$ cat src/pkg/timer_ccp_pkg.sv
// Constants, field layouts and carrier types for the gated timer with capture/compare.
// Summary of operation
// Prescaler divides count clock by 1, 2, 4, 8.
// Prescaler hidden; cleared by any count byte write.
// Sync bypass skips external clock alignment stage.
// Async external counting continues during sleep; overflow wakes.
// Sync/async switch may drop or add one.
// Count byte reads always return a stable value.
// Software must allow for low-to-high byte carry.
// Software stops counter before writing count bytes.
// Gate enable and gate polarity select gating.
// Active gate lets counter advance on clock edges.
// Inactive gate holds count; polarity picks level.
// Mode zero switches off and resets unit.
// Modes 0100/0101 capture on falling/rising pin edges.
// Mode 1000: pin low, match drives high, flag.
// Mode 1001: pin high, match drives low, flag.
// Mode 1010: match flags only; pin released.
// PWM duty is duty_high_byte over duty_low_bits.
// Event flag set on capture/match; software clears. A mode 0010 match does not set it.
// Capture copies full count with flag set.
// Compare match when count equals compare pair.
package timer_ccp_pkg;
	localparam logic [7:0] TCON_OFS   = 8'h00;
	localparam logic [7:0] CNTL_OFS   = 8'h04;
	localparam logic [7:0] CNTH_OFS   = 8'h08;
	localparam logic [7:0] GCON_OFS   = 8'h0c;
	localparam logic [7:0] CCPCON_OFS = 8'h10;
	localparam logic [7:0] DUTYH_OFS  = 8'h14;
	localparam logic [7:0] CCPH_OFS   = 8'h18;
	localparam logic [7:0] STAT_OFS   = 8'h1c;
	localparam logic [7:0] REG_RST    = 8'h00;
	localparam logic [15:0] CNT_RST   = 16'h0000;
	localparam int TON_BIT   = 0;
	localparam int EXT_BIT   = 1;
	localparam int BYP_BIT   = 2;
	localparam int PS_LSB    = 4;
	localparam int GLVL_BIT  = 0;
	localparam int GPOL_BIT  = 6;
	localparam int GEN_BIT   = 7;
	localparam int DUTY_LSB  = 4;
	localparam int FLAG_BIT  = 0;
	localparam int OVF_BIT   = 1;
	localparam int PWM_W     = 10;
	localparam logic [3:0] MODE_OFF   = 4'h0;
	localparam logic [3:0] MODE_TOG   = 4'h2;
	localparam logic [3:0] CAP_FALL   = 4'h4;
	localparam logic [3:0] CAP_RISE   = 4'h5;
	localparam logic [3:0] CAP_RISE4  = 4'h6;
	localparam logic [3:0] CAP_RISE16 = 4'h7;
	localparam logic [3:0] CMP_SET    = 4'h8;
	localparam logic [3:0] CMP_CLR    = 4'h9;
	localparam logic [3:0] CMP_SOFT   = 4'ha;
	localparam logic [3:0] CMP_TRIG   = 4'hb;
	localparam logic [3:0] CAP4_LAST  = 4'h3;
	localparam logic [3:0] CAP16_LAST = 4'hf;

	typedef struct packed {
		logic [1:0] prescale_select;
		logic       sync_bypass;
		logic       ext_clock;
		logic       timer_on;
	} timer_ctrl_t;

	typedef struct packed {
		logic gate_enable_bit;
		logic gate_polarity;
	} gate_ctrl_t;
endpackage : timer_ccp_pkg

$ cat src/core/pin_sync.sv
// Two-flop synchroniser for a group of asynchronous pins.
`timescale 1ns/1ps
module pin_sync #(
	parameter int WIDTH = 3
) (
	input  wire logic             i_ref_clk,
	input  wire logic             i_rst,
	input  wire logic [WIDTH-1:0] i_async,
	output logic      [WIDTH-1:0] o_sync
);
	logic [WIDTH-1:0] meta_reg;
	logic [WIDTH-1:0] sync_reg;

	initial begin
		if (WIDTH < 1) begin
			$error("pin_sync needs at least one bit");
		end
	end

	always_ff @(posedge i_ref_clk) begin
		if (i_rst) begin
			meta_reg <= '0;
			sync_reg <= '0;
		end else begin
			meta_reg <= i_async;
			sync_reg <= meta_reg;
		end
	end

	assign o_sync = sync_reg;
endmodule : pin_sync

$ cat src/core/count_prescaler.sv
// Hidden prescale counter giving one increment per 1, 2, 4 or 8 source ticks.
`timescale 1ns/1ps
module count_prescaler #(
	parameter int WIDTH = 3
) (
	input  wire logic       i_ref_clk,
	input  wire logic       i_rst,
	input  wire logic       i_clear,
	input  wire logic       i_tick,
	input  wire logic [1:0] i_select,
	output logic            o_inc
);
	logic [WIDTH-1:0] div_reg;
	logic [WIDTH-1:0] div_next;
	logic [WIDTH-1:0] mask;

	initial begin
		if (WIDTH < 3) begin
			$error("count_prescaler needs three bits for divide by eight");
		end
	end

	always_comb begin
		mask  = WIDTH'((1 << i_select) - 1);
		o_inc = i_tick && ((div_reg & mask) == mask);
		div_next = div_reg;
		if (i_clear) begin
			div_next = '0;
		end else if (i_tick) begin
			div_next = o_inc ? '0 : div_reg + 1'b1;
		end
	end

	always_ff @(posedge i_ref_clk) begin
		if (i_rst) begin
			div_reg <= '0;
		end else begin
			div_reg <= div_next;
		end
	end
endmodule : count_prescaler

$ cat src/core/gated_timer_ccp.sv
// Gated 16-bit timer with capture/compare/PWM unit and an APB register slave.
//
// Chosen here: the APB slave port and the register addresses.
`timescale 1ns/1ps
module gated_timer_ccp (
	input  wire logic        i_ref_clk,
	input  wire logic        i_rst,
	input  wire logic        i_psel,
	input  wire logic        i_penable,
	input  wire logic        i_pwrite,
	input  wire logic [7:0]  i_paddr,
	input  wire logic [31:0] i_pwdata,
	output logic      [31:0] o_prdata,
	output logic             o_pready,
	output logic             o_pslverr,
	input  wire logic        i_count_clock,
	input  wire logic        i_gate_input,
	input  wire logic        i_sleep,
	input  wire logic        i_ccp_pin,
	output logic             o_ccp_pin_out,
	output logic             o_ccp_pin_oe,
	output logic             o_ccp_event_flag,
	output logic             o_overflow_flag,
	output logic             o_wake
);
	localparam int PWM_DUTY_W = timer_ccp_pkg::PWM_W;

	timer_ccp_pkg::timer_ctrl_t tctrl_reg;
	timer_ccp_pkg::timer_ctrl_t tctrl_next;
	timer_ccp_pkg::gate_ctrl_t  gctrl_reg;
	timer_ccp_pkg::gate_ctrl_t  gctrl_next;
	logic [15:0] count_reg;
	logic [15:0] count_next;
	logic [3:0]  mode_reg;
	logic [3:0]  mode_next;
	logic [1:0]  duty_low_reg;
	logic [1:0]  duty_low_next;
	logic [7:0]  value_low_reg;
	logic [7:0]  value_low_next;
	logic [7:0]  value_high_reg;
	logic [7:0]  value_high_next;
	logic [3:0]  cap_cnt_reg;
	logic [3:0]  cap_cnt_next;
	logic        pin_reg;
	logic        pin_next;
	logic        flag_reg;
	logic        flag_next;
	logic        ovf_reg;
	logic        ovf_next;
	logic        match_reg;
	logic [31:0] rdata_reg;
	logic [31:0] rdata_next;
	logic [2:0]  pins_sync;
	logic        clk_d3_reg;
	logic        clk_d4_reg;
	logic        cap_d3_reg;
	logic        clk_s;
	logic        gate_s;
	logic        cap_s;
	logic        ext_edge;
	logic        src_tick;
	logic        gate_ok;
	logic        run;
	logic        inc;
	logic        wr;
	logic        hit;
	logic        wr_cntl;
	logic        wr_cnth;
	logic        wr_mode;
	logic        cap_rise;
	logic        cap_fall;
	logic        cap_hit;
	logic        match;
	logic        cmp_hit;
	logic        is_compare;
	logic        is_pwm;
	logic [PWM_DUTY_W-1:0] duty;

	function automatic logic addr_is(input logic [7:0] a, input logic [7:0] ofs);
		addr_is = (a == ofs);
	endfunction : addr_is

	pin_sync #(
		.WIDTH(3)
	) u_pin_sync (
		.i_ref_clk(i_ref_clk),
		.i_rst    (i_rst),
		.i_async  ({i_count_clock, i_gate_input, i_ccp_pin}),
		.o_sync   (pins_sync)
	);

	assign clk_s  = pins_sync[2];
	assign gate_s = pins_sync[1];
	assign cap_s  = pins_sync[0];

	// The bypass path takes the edge one stage earlier; flipping the bypass
	// while an edge is in flight can therefore drop or double one increment.
	assign ext_edge = tctrl_reg.sync_bypass ? (clk_s && !clk_d3_reg)
		: (clk_d3_reg && !clk_d4_reg);
	assign src_tick = tctrl_reg.ext_clock ? ext_edge : 1'b1;

	// Gate passes when disabled, or when the pin matches the chosen polarity.
	assign gate_ok = !gctrl_reg.gate_enable_bit
		|| (gate_s == gctrl_reg.gate_polarity);

	// Only the bypassed external clock keeps the timer going in sleep.
	assign run = tctrl_reg.timer_on && gate_ok && (!i_sleep
		|| (tctrl_reg.ext_clock && tctrl_reg.sync_bypass));

	assign wr      = i_psel && i_penable && i_pwrite;
	assign wr_cntl = wr && addr_is(i_paddr, timer_ccp_pkg::CNTL_OFS);
	assign wr_cnth = wr && addr_is(i_paddr, timer_ccp_pkg::CNTH_OFS);
	assign wr_mode = wr && addr_is(i_paddr, timer_ccp_pkg::CCPCON_OFS);

	count_prescaler #(
		.WIDTH(3)
	) u_prescaler (
		.i_ref_clk(i_ref_clk),
		.i_rst    (i_rst),
		.i_clear  (wr_cntl || wr_cnth),
		.i_tick   (run && src_tick),
		.i_select (tctrl_reg.prescale_select),
		.o_inc    (inc)
	);

	always_comb begin
		hit = 1'b0;
		case (i_paddr)
			timer_ccp_pkg::TCON_OFS,
			timer_ccp_pkg::CNTL_OFS,
			timer_ccp_pkg::CNTH_OFS,
			timer_ccp_pkg::GCON_OFS,
			timer_ccp_pkg::CCPCON_OFS,
			timer_ccp_pkg::DUTYH_OFS,
			timer_ccp_pkg::CCPH_OFS,
			timer_ccp_pkg::STAT_OFS: hit = 1'b1;
			default: hit = 1'b0;
		endcase
	end

	assign o_pready  = 1'b1;
	assign o_pslverr = i_psel && i_penable && !hit;

	// Read data is caught in the setup cycle, so each count byte is registered
	// from count_reg at its own read; a carry between the two reads can split them.
	always_comb begin
		rdata_next = rdata_reg;
		if (i_psel && !i_penable) begin
			rdata_next = 32'h0000_0000;
			case (i_paddr)
				timer_ccp_pkg::TCON_OFS: begin
					rdata_next[timer_ccp_pkg::TON_BIT] = tctrl_reg.timer_on;
					rdata_next[timer_ccp_pkg::EXT_BIT] = tctrl_reg.ext_clock;
					rdata_next[timer_ccp_pkg::BYP_BIT] = tctrl_reg.sync_bypass;
					rdata_next[timer_ccp_pkg::PS_LSB +: 2] = tctrl_reg.prescale_select;
				end
				timer_ccp_pkg::CNTL_OFS: rdata_next[7:0] = count_reg[7:0];
				timer_ccp_pkg::CNTH_OFS: rdata_next[7:0] = count_reg[15:8];
				timer_ccp_pkg::GCON_OFS: begin
					rdata_next[timer_ccp_pkg::GEN_BIT]  = gctrl_reg.gate_enable_bit;
					rdata_next[timer_ccp_pkg::GPOL_BIT] = gctrl_reg.gate_polarity;
					rdata_next[timer_ccp_pkg::GLVL_BIT] = gate_s;
				end
				timer_ccp_pkg::CCPCON_OFS: begin
					rdata_next[3:0] = mode_reg;
					rdata_next[timer_ccp_pkg::DUTY_LSB +: 2] = duty_low_reg;
				end
				timer_ccp_pkg::DUTYH_OFS: rdata_next[7:0] = value_low_reg;
				timer_ccp_pkg::CCPH_OFS:  rdata_next[7:0] = value_high_reg;
				timer_ccp_pkg::STAT_OFS: begin
					rdata_next[timer_ccp_pkg::FLAG_BIT] = flag_reg;
					rdata_next[timer_ccp_pkg::OVF_BIT]  = ovf_reg;
				end
				default: rdata_next = 32'h0000_0000;
			endcase
		end
	end

	always_comb begin
		tctrl_next = tctrl_reg;
		gctrl_next = gctrl_reg;
		if (wr && addr_is(i_paddr, timer_ccp_pkg::TCON_OFS)) begin
			tctrl_next.timer_on        = i_pwdata[timer_ccp_pkg::TON_BIT];
			tctrl_next.ext_clock       = i_pwdata[timer_ccp_pkg::EXT_BIT];
			tctrl_next.sync_bypass     = i_pwdata[timer_ccp_pkg::BYP_BIT];
			tctrl_next.prescale_select = i_pwdata[timer_ccp_pkg::PS_LSB +: 2];
		end
		if (wr && addr_is(i_paddr, timer_ccp_pkg::GCON_OFS)) begin
			gctrl_next.gate_enable_bit = i_pwdata[timer_ccp_pkg::GEN_BIT];
			gctrl_next.gate_polarity   = i_pwdata[timer_ccp_pkg::GPOL_BIT];
		end
	end

	assign is_compare = (mode_reg == timer_ccp_pkg::MODE_TOG)
		|| (mode_reg[3:2] == 2'b10);
	assign is_pwm     = (mode_reg[3:2] == 2'b11);
	assign match      = ({value_high_reg, value_low_reg} == count_reg);
	assign cmp_hit    = is_compare && match && !match_reg;

	// A software write to a count byte wins over a same-cycle increment;
	// a write racing a running counter is the user's hazard to avoid.
	always_comb begin
		count_next = count_reg;
		ovf_next   = ovf_reg;
		if (wr && addr_is(i_paddr, timer_ccp_pkg::STAT_OFS)
			&& i_pwdata[timer_ccp_pkg::OVF_BIT]) begin
			ovf_next = 1'b0;
		end
		if (wr_cntl || wr_cnth) begin
			if (wr_cntl) begin
				count_next[7:0] = i_pwdata[7:0];
			end
			if (wr_cnth) begin
				count_next[15:8] = i_pwdata[7:0];
			end
		end else if (cmp_hit && (mode_reg == timer_ccp_pkg::CMP_TRIG)) begin
			count_next = timer_ccp_pkg::CNT_RST;
		end else if (inc) begin
			count_next = count_reg + 16'h0001;
			if (count_reg == 16'hffff) begin
				ovf_next = 1'b1;
			end
		end
	end

	assign cap_rise = cap_s && !cap_d3_reg;
	assign cap_fall = !cap_s && cap_d3_reg;

	always_comb begin
		cap_hit = 1'b0;
		unique case (mode_reg)
			timer_ccp_pkg::CAP_FALL:   cap_hit = cap_fall;
			timer_ccp_pkg::CAP_RISE:   cap_hit = cap_rise;
			timer_ccp_pkg::CAP_RISE4:
				cap_hit = cap_rise && (cap_cnt_reg[1:0] == timer_ccp_pkg::CAP4_LAST[1:0]);
			timer_ccp_pkg::CAP_RISE16:
				cap_hit = cap_rise && (cap_cnt_reg == timer_ccp_pkg::CAP16_LAST);
			default: cap_hit = 1'b0;
		endcase
	end

	assign duty = {value_low_reg, duty_low_reg};

	always_comb begin
		mode_next       = mode_reg;
		duty_low_next   = duty_low_reg;
		value_low_next  = value_low_reg;
		value_high_next = value_high_reg;
		cap_cnt_next    = cap_cnt_reg;
		pin_next        = pin_reg;
		flag_next       = flag_reg;
		if (wr && addr_is(i_paddr, timer_ccp_pkg::DUTYH_OFS)) begin
			value_low_next = i_pwdata[7:0];
		end
		if (wr && addr_is(i_paddr, timer_ccp_pkg::CCPH_OFS)) begin
			value_high_next = i_pwdata[7:0];
		end
		if (cap_rise && (mode_reg == timer_ccp_pkg::CAP_RISE4
			|| mode_reg == timer_ccp_pkg::CAP_RISE16)) begin
			cap_cnt_next = cap_cnt_reg + 4'h1;
		end
		if (cap_hit) begin
			value_low_next  = count_reg[7:0];
			value_high_next = count_reg[15:8];
		end
		if (cmp_hit) begin
			unique case (mode_reg)
				timer_ccp_pkg::MODE_TOG: pin_next = !pin_reg;
				timer_ccp_pkg::CMP_SET:  pin_next = 1'b1;
				timer_ccp_pkg::CMP_CLR:  pin_next = 1'b0;
				default:                 pin_next = pin_reg;
			endcase
		end
		if (is_pwm) begin
			pin_next = (count_reg[PWM_DUTY_W-1:0] < duty);
		end
		if (wr_mode) begin
			mode_next     = i_pwdata[3:0];
			duty_low_next = i_pwdata[timer_ccp_pkg::DUTY_LSB +: 2];
			cap_cnt_next  = 4'h0;
			if (i_pwdata[3:0] == timer_ccp_pkg::CMP_SET) begin
				pin_next = 1'b0;
			end else if (i_pwdata[3:0] == timer_ccp_pkg::CMP_CLR) begin
				pin_next = 1'b1;
			end else if (i_pwdata[3:0] == timer_ccp_pkg::MODE_OFF) begin
				pin_next = 1'b0;
			end
		end
		if (mode_reg == timer_ccp_pkg::MODE_OFF && !wr_mode) begin
			pin_next     = 1'b0;
			cap_cnt_next = 4'h0;
		end
		// A capture, or a match outside mode 0010, in the clearing cycle keeps the flag set.
		if (wr && addr_is(i_paddr, timer_ccp_pkg::STAT_OFS)
			&& i_pwdata[timer_ccp_pkg::FLAG_BIT]) begin
			flag_next = 1'b0;
		end
		if (cap_hit || (cmp_hit && mode_reg != timer_ccp_pkg::MODE_TOG)) begin
			flag_next = 1'b1;
		end
	end

	always_ff @(posedge i_ref_clk) begin
		if (i_rst) begin
			tctrl_reg      <= '0;
			gctrl_reg      <= '0;
			count_reg      <= timer_ccp_pkg::CNT_RST;
			ovf_reg        <= 1'b0;
			rdata_reg      <= 32'h0000_0000;
			clk_d3_reg     <= 1'b0;
			clk_d4_reg     <= 1'b0;
			cap_d3_reg     <= 1'b0;
			match_reg      <= 1'b0;
		end else begin
			tctrl_reg      <= tctrl_next;
			gctrl_reg      <= gctrl_next;
			count_reg      <= count_next;
			ovf_reg        <= ovf_next;
			rdata_reg      <= rdata_next;
			clk_d3_reg     <= clk_s;
			clk_d4_reg     <= clk_d3_reg;
			cap_d3_reg     <= cap_s;
			match_reg      <= match;
		end
	end

	always_ff @(posedge i_ref_clk) begin
		if (i_rst) begin
			mode_reg       <= timer_ccp_pkg::MODE_OFF;
			duty_low_reg   <= 2'h0;
			value_low_reg  <= timer_ccp_pkg::REG_RST;
			value_high_reg <= timer_ccp_pkg::REG_RST;
			cap_cnt_reg    <= 4'h0;
			pin_reg        <= 1'b0;
			flag_reg       <= 1'b0;
		end else begin
			mode_reg       <= mode_next;
			duty_low_reg   <= duty_low_next;
			value_low_reg  <= value_low_next;
			value_high_reg <= value_high_next;
			cap_cnt_reg    <= cap_cnt_next;
			pin_reg        <= pin_next;
			flag_reg       <= flag_next;
		end
	end

	assign o_prdata         = rdata_reg;
	assign o_ccp_pin_out    = pin_reg;
	assign o_ccp_pin_oe     = is_compare && (mode_reg != timer_ccp_pkg::CMP_SOFT)
		&& (mode_reg != timer_ccp_pkg::CMP_TRIG) || is_pwm;
	assign o_ccp_event_flag = flag_reg;
	assign o_overflow_flag  = ovf_reg;
	assign o_wake           = ovf_reg && i_sleep;
endmodule : gated_timer_ccp

$ cat config.mk
export PLATFORM = sky130hd
export DESIGN_NAME = gated_timer_ccp
export DESIGN_NICKNAME = d
export VERILOG_FILES = /design/src/pkg/timer_ccp_pkg.sv /design/src/core/pin_sync.sv /design/src/core/count_prescaler.sv /design/src/core/gated_timer_ccp.sv
export SDC_FILE = /design/constraint.sdc
export NUM_CORES = 1
export LEC_CHECK = 0
export BUFFER_PORTS_ARGS = -buffer_cell sky130_fd_sc_hd__buf_2
export CORE_ASPECT_RATIO = 1.25
export CORE_MARGIN = 1.5
export CORE_UTILIZATION = 40
export CTS_CLUSTER_DIAMETER = 150
export DETAILED_ROUTE_END_ITERATION = 10
export RECOVER_POWER = 100
export SLEW_MARGIN = 15
export SYNTH_ARGS = -nofsm -noshare
export SYNTH_HDL_FRONTEND = slang
export SYNTH_HIERARCHICAL = 1
export SYNTH_SLANG_ARGS = --single-unit
$ cat constraint.sdc
create_clock -name i_ref_clk -period 3.26 [get_ports i_ref_clk]
set_clock_uncertainty 0.05 [all_clocks]
set_input_delay 0.489 -clock i_ref_clk [delete_from_list [all_inputs] [get_ports i_ref_clk]]
set_output_delay 0.489 -clock i_ref_clk [all_outputs]
set_load 0.02 [all_outputs]
# Word-level counts from Yosys, hierarchy flattened
# Memory sizes are Yosys's and may differ from the RTL's.
# Cells that the tools add are included.
[classes]
addsub = 4
magnitude_cmp = 1
n_eq_ne = 30
shift = 1
n_mux = 34
bitwise_logic = 1
n_reduce_logical = 65
[ops]
columns = ["operator", "n"]
rows = [
  ["two-way mux 16 bit", 3],
  ["two-way mux 8 bit", 6],
  ["logical AND 1 bit", 34],
  ["== test 8 x 5 -> 1 bit, second input constant", 4],
  ["== test 4 bit, second input constant", 6],
  ["adder 16 x 1 -> 16 bit, second input constant", 1],
  ["== test 16 bit", 1],
  ["== test 16 bit, second input constant", 1],
  ["== test 4 x 3 -> 1 bit, second input constant", 4],
  ["== test 8 x 4 -> 1 bit, second input constant", 2],
  ["two-way mux 1 bit", 16],
  ["one-hot mux 2 bit (6 select lines)", 1],
  ["logical NOT 1 bit", 11],
  ["less-than comparator 10 bit", 1],
  ["one-hot mux 2 bit (5 select lines)", 1],
  ["== test 8 x 3 -> 1 bit, second input constant", 1],
  ["logical NOT 4 bit", 2],
  ["logical NOT 8 bit", 1],
  ["inequality test 4 bit, second input constant", 2],
  ["one-hot mux 1 bit (8 select lines)", 1],
  ["logical OR 1 bit", 7],
  ["one-hot mux 1 bit (7 select lines)", 1],
  ["== test 2 bit, second input constant", 3],
  ["one-hot mux 1 bit (6 select lines)", 1],
  ["20 further kinds", 25],
]
[word_totals]
ff_bits = 73
romBits = 32
in_bits = 49
mem_count = 1
[memory_table]
columns = ["memory", "depth", "word_bits", "rd", "rd_ports_with_merged_regs", "wr", "line_no", "text"]
rows = [
  ["(no name shown)", 32, 1, 1, 0, 0, "gated_timer_ccp.sv:128", "case (i_paddr)"],
]

# Depth between registers and ports, before layout
[logic_depth]
word_depth = 10
mapped_depth = 12

# By module
# The synthesis kept the hierarchy.
[modules_own_cells]
columns = ["module", "n_inst", "cells_per_inst", "area_each_um2"]
rows = [
  ["gated_timer_ccp", 1, 548, 4395.5],
  ["count_prescaler", 1, 17, 181.4],
  ["pin_sync", 1, 12, 157.7],
]

# Worst setup path after synthesis
# No wires, ideal clock.
[synth_timing]
path_type = "input-to-reg"
from = "input i_sleep"
to = "register count_reg[12]"
setup_ns = 0.075
arrival_time_ns = 2.240
t_required_ns = 3.135
path_slack_ns = 0.895
path_stages = 8
path_buffers = 0
cell_sequence = "o21ai_0 > and3_1 > o21a_1 > and2_2 > inv_1 > a211o_1 > or4b_1 > a31oi_1"
[synth_via]
elab_chain_len = 7
[synth_rtl]
columns = ["item", "line_no", "text"]
rows = [
  ["from (decl)", "gated_timer_ccp.sv:18", "input wire logic i_sleep,"],
  ["logical NOT 1 bit", "gated_timer_ccp.sv:107", "assign run = tctrl_reg.timer_on && gate_ok && (!i_sleep"],
  ["logical OR 1 bit", "gated_timer_ccp.sv:108", "|| (tctrl_reg.ext_clock && tctrl_reg.sync_bypass));"],
  ["logical AND 1 bit", "gated_timer_ccp.sv:107", ""],
  ["logical AND 1 bit", "gated_timer_ccp.sv:121", ".i_tick (run && src_tick),"],
  ["logical AND 1 bit", "count_prescaler.sv:25", "o_inc = i_tick && ((div_reg & mask) == mask);"],
  ["named net inc", "gated_timer_ccp.sv:64", "logic inc;"],
  ["nonzero test 3 bit (no source line)", "--", ""],
  ["AND reduction 2 bit (no source line)", "--", ""],
  ["to (signal assigned)", "gated_timer_ccp.sv:307", "count_reg <= timer_ccp_pkg::CNT_RST;"],
  ["to (signal assigned)", "gated_timer_ccp.sv:317", "count_reg <= count_next;"],
  ["to (decl)", "gated_timer_ccp.sv:32", "logic [15:0] count_reg;"],
]
# The timed path passes the listed nets, and every way through them passes these cells.
# A chain may end at the register's enable or synchronous reset.

# Worst setup path in the final report
[layout_timing]
from = "register tctrl_reg[2] (netlist name)"
to = "register count_reg[12]"
[layout_via]
elab_chain_len = 7
[layout_rtl]
columns = ["item", "line_no", "text"]
rows = [
  ["from (decl)", "gated_timer_ccp.sv:28", "timer_ccp_pkg::timer_ctrl_t tctrl_reg;"],
  ["from (signal assigned)", "gated_timer_ccp.sv:315", "tctrl_reg <= tctrl_next;"],
  ["logical AND 1 bit", "gated_timer_ccp.sv:108", ""],
  ["logical OR 1 bit", "gated_timer_ccp.sv:108", ""],
  ["logical AND 1 bit", "gated_timer_ccp.sv:107", ""],
  ["logical AND 1 bit (*)", "gated_timer_ccp.sv:121", ""],
  ["logical AND 1 bit (*)", "count_prescaler.sv:25", ""],
  ["named net inc", "gated_timer_ccp.sv:64", ""],
  ["nonzero test 3 bit (no source line) (*)", "--", ""],
  ["AND reduction 2 bit (no source line) (*)", "--", ""],
]
# The timed path passes the listed nets; every way through them passes the cells marked *.

==> results.sh <==
export IMPL_status="finished with violations"
export IMPL_violations="max-capacitance violations, max-slew violations"
export IMPL_postRouteAntennaNets=0
export IMPL_critPathKind="flop to flop"
export IMPL_area_growth_pct=9.25
export IMPL_cts_setup_buffers=0
export IMPL_num_rows=44
export IMPL_synth_seq_area_share_pct=30.9
export IMPL_dieArea_um2=12500
export IMPL_fmax_ghz=0.354
export IMPL_power_leakage_nw=2.01
export IMPL_post_cts_resized=0
export IMPL_synth_flop_cell="dfxtp_1"
export IMPL_grt_max_degree=37
export IMPL_gr_usage_all_layers_pct=23.0
export IMPL_num_antenna_cells=0
export IMPL_first_iter_violations=333
export IMPL_tightest_slew_ns=1.72
export IMPL_cap_violations=1
export IMPL_yosys_register_bits=73
export IMPL_synth_edf_count=0
export IMPL_die_h_um=125
export IMPL_grt_util_met1_pct=28.2
export IMPL_gr_total_overflow=0
export IMPL_cts_tree="built"
export IMPL_finalSetupTns_ns=0
export IMPL_r2r_start="tctrl_reg[2]"
export IMPL_numCtsBuffers=9
export IMPL_place_congestion=0.878
export IMPL_htree_levels=3
export IMPL_finalSetupViolations=0
export IMPL_fin_crit_ns=2.82
export IMPL_io_pins=88
export IMPL_initial_core_util_pct=41.0
export IMPL_antenna_found_initial=0
export IMPL_wl_per_cell_um=18.9
export IMPL_arrival_ns=3.05
export IMPL_r2r_cells=10
export IMPL_grt_pass1_wl_um=22000
export IMPL_synth_area_um2=4730
export IMPL_ir_drop_mv=0.256
export IMPL_final_cells=746
export IMPL_grt_pass1_vias=4097
export IMPL_fin_crit_sh_pct=86.6
export IMPL_io_buffers=38
export IMPL_hold_end="u_pin_sync/meta_reg[2]"
export IMPL_hold_path_class="input port to flop"
export IMPL_layout_nets=664
export IMPL_holdPathStages=2
export IMPL_syn_avg_cell_area_um2=8.21
export IMPL_vias_per_cell=5.84
export IMPL_clk_latency_ns=0.35
export IMPL_rsz0062_at_grt="no"
export IMPL_grtUsageMet3_pct=3.14
export IMPL_setup_worst_path_start_class="flop"
export IMPL_regToRegEndpoint="count_reg[12]"
export IMPL_place_hpwl_um=10300
export IMPL_core_area_um2=11600
export IMPL_clock_sinks=73
export IMPL_grt_busiest_layer="met2"
export IMPL_holdWs_ns=0.303
export IMPL_synth_cell_type_count=73
export IMPL_power_density_nw_per_um2=427
export IMPL_maxSlewHeadroom_pct=-14.3
export IMPL_clockBufferDepth=2
export IMPL_cp_required_ns=3.48
export IMPL_die_x_um=100
export IMPL_drt_pass1_iterations=5
export IMPL_drt_wl_total_um=14100
export IMPL_power_mw=2.21
export IMPL_r2r_setup_slack_ns=0.44
export IMPL_path_max_fanout=5
export IMPL_met2_usage_pct=39.1
export IMPL_largest_reg_flops=16
export IMPL_clkTransAtPathRegs_ns=0.06
export IMPL_hp_start="i_count_clock"
export IMPL_slew_violations=37
export IMPL_synth_async_reset_ratio_pct=0
export IMPL_remaining_drc_errors=0
export IMPL_synthCells=577
export IMPL_vias=4360
export IMPL_root_buffer="clkbuf_16"
export IMPL_drive_gt1_share_pct=11.3
export IMPL_hold_viol=0
export IMPL_cts_hold_buf=0
export IMPL_dp_cells=730
export IMPL_yosys_warnings=6
export IMPL_crit_path_end_kind="flop"
==> kinds of logic (layout without fill, tap and decap cells) <==
| group | Yosys count | in the layout | synth area share (%) |
|---|---|---|---|
| adders and majority gates | 12 | 12 | 3.17 |
| and+or+nand+nor | 200 | 200 | 22.5 |
| muxes | 33 | 33 | 7.00 |
| other | 2 | 25 | 0.159 |
| xor gates and xnor gates | 23 | 23 | 4.25 |
| AOI/OAI and AO/OA | 142 | 142 | 21.1 |
| DFF | 73 | 73 | 30.9 |
| buffers and inverters | 92 | 100 | 10.9 |
==> synth_stat cells (3+ instances only) <==
cell	count	area share, %
buf_4	28	4.4
or2_2	4	0.53
o211ai_1	4	0.63
buf_2	15	1.6
xnor2_1	3	0.56
nor2b_1	14	1.8
ha_1	12	3.2
a21oi_1	35	3.7
a221oi_1	9	1.7
o221ai_1	3	0.56
nand4_1	3	0.40
o32ai_1	5	0.92
or3_1	5	0.66
xor2_1	20	3.7
a211o_1	5	0.92
clkbuf_1	14	1.1
nand4b_1	3	0.56
nor2_1	75	5.9
dfxtp_1	73	31
nor4_2	5	1.3
o21ai_0	21	2.2
nand2_1	28	2.2
nor4_1	7	0.92
nand3_1	13	1.4
and3_1	6	0.79
buf_6	6	1.4
a211oi_1	22	3.5
nor3_1	13	1.4
a31oi_1	7	0.92
o31a_1	3	0.56
nand2b_1	5	0.66
inv_1	27	2.1
mux2i_1	32	6.8
==> per-stage QoR <==
stage	worst slack (ns)	util [%]	cell area, um2
after floorplan	0.895	-	4820
after global placement	0.521	42.6	4920
after detailed placement	0.428	42.6	4920
after CTS	0.483	45.6	5270
after global routing	0.223	44.7	5170
final	0.437	44.7	5170
==> final cells by class <==
cell class,instances,area [um2]
multi-input combinational,435,2800
timing repair buffer,57,293
inverter,27,101
clock inverter,6,116
clock buffer,10,229
fill,1201,6390
tap,138,173
sequential,73,1460
==> critical path, stage by stage, from the launching register on <==
cell	delay [ns]
dfxtp_1	0.35
nor2_1	0.11
a21boi_0	0.07
o21ai_0	0.18
and3_1	0.28
o21a_1	0.23
and2_0	0.28
inv_1	0.13
a211o_1	0.36
or4b_1	0.53
a31oi_1	0.18
==> metal layers <==
layer,part of all wire [%],vias up
li1,-,2094
met1,41,2064
met2,50,159
met3,4.4,43
met4,3.8,0
met5,0,-
==> worst max path at each step <==
stage | start | end | slack, ns | cells after the start
floorplan | i_sleep | count_reg[12] | 0.90 | 8
global placement | i_sleep | count_reg[12] | 0.52 | 9
detailed placement | i_sleep | count_reg[12] | 0.43 | 9
CTS | tctrl_reg[2] | count_reg[12] | 0.48 | 10
global route | tctrl_reg[2] | count_reg[12] | 0.22 | 10
finish | tctrl_reg[2] | count_reg[12] | 0.44 | 10
==> cell usage in the layout (no fill, tap or decap), types with 4 or more instances in the layout <==
cell       instances
nand2_1           28
nand3_1           14
buf_4             13
a211oi_1          22
dfxtp_1           73
a31oi_1            7
or3_1              6
a221oi_1           9
nor3_1            15
o21ai_0           21
or2_2              4
a211o_1            5
inv_1             27
clkbuf_1          21
nor2_1            75
clkbuf_16          9
and3_1             6
o211ai_1           4
nand2b_1           5
o32ai_1            5
mux2i_1           32
buf_2             23
nor4_1             9
conb_1            25
nor2b_1           14
ha_1              12
xor2_1            20
a21oi_1           36
==> power breakdown <==
group          total, mW  leakage (nW)  switching [mW]  internal [mW]
Clock               1.16         0.167           0.404          0.752
Sequential         0.910         0.591         0.00746          0.902
Combinational      0.144          1.25           0.109         0.0351
Total               2.21          2.01           0.520           1.69
No activity file was read; power rests on OpenSTA's default activity.
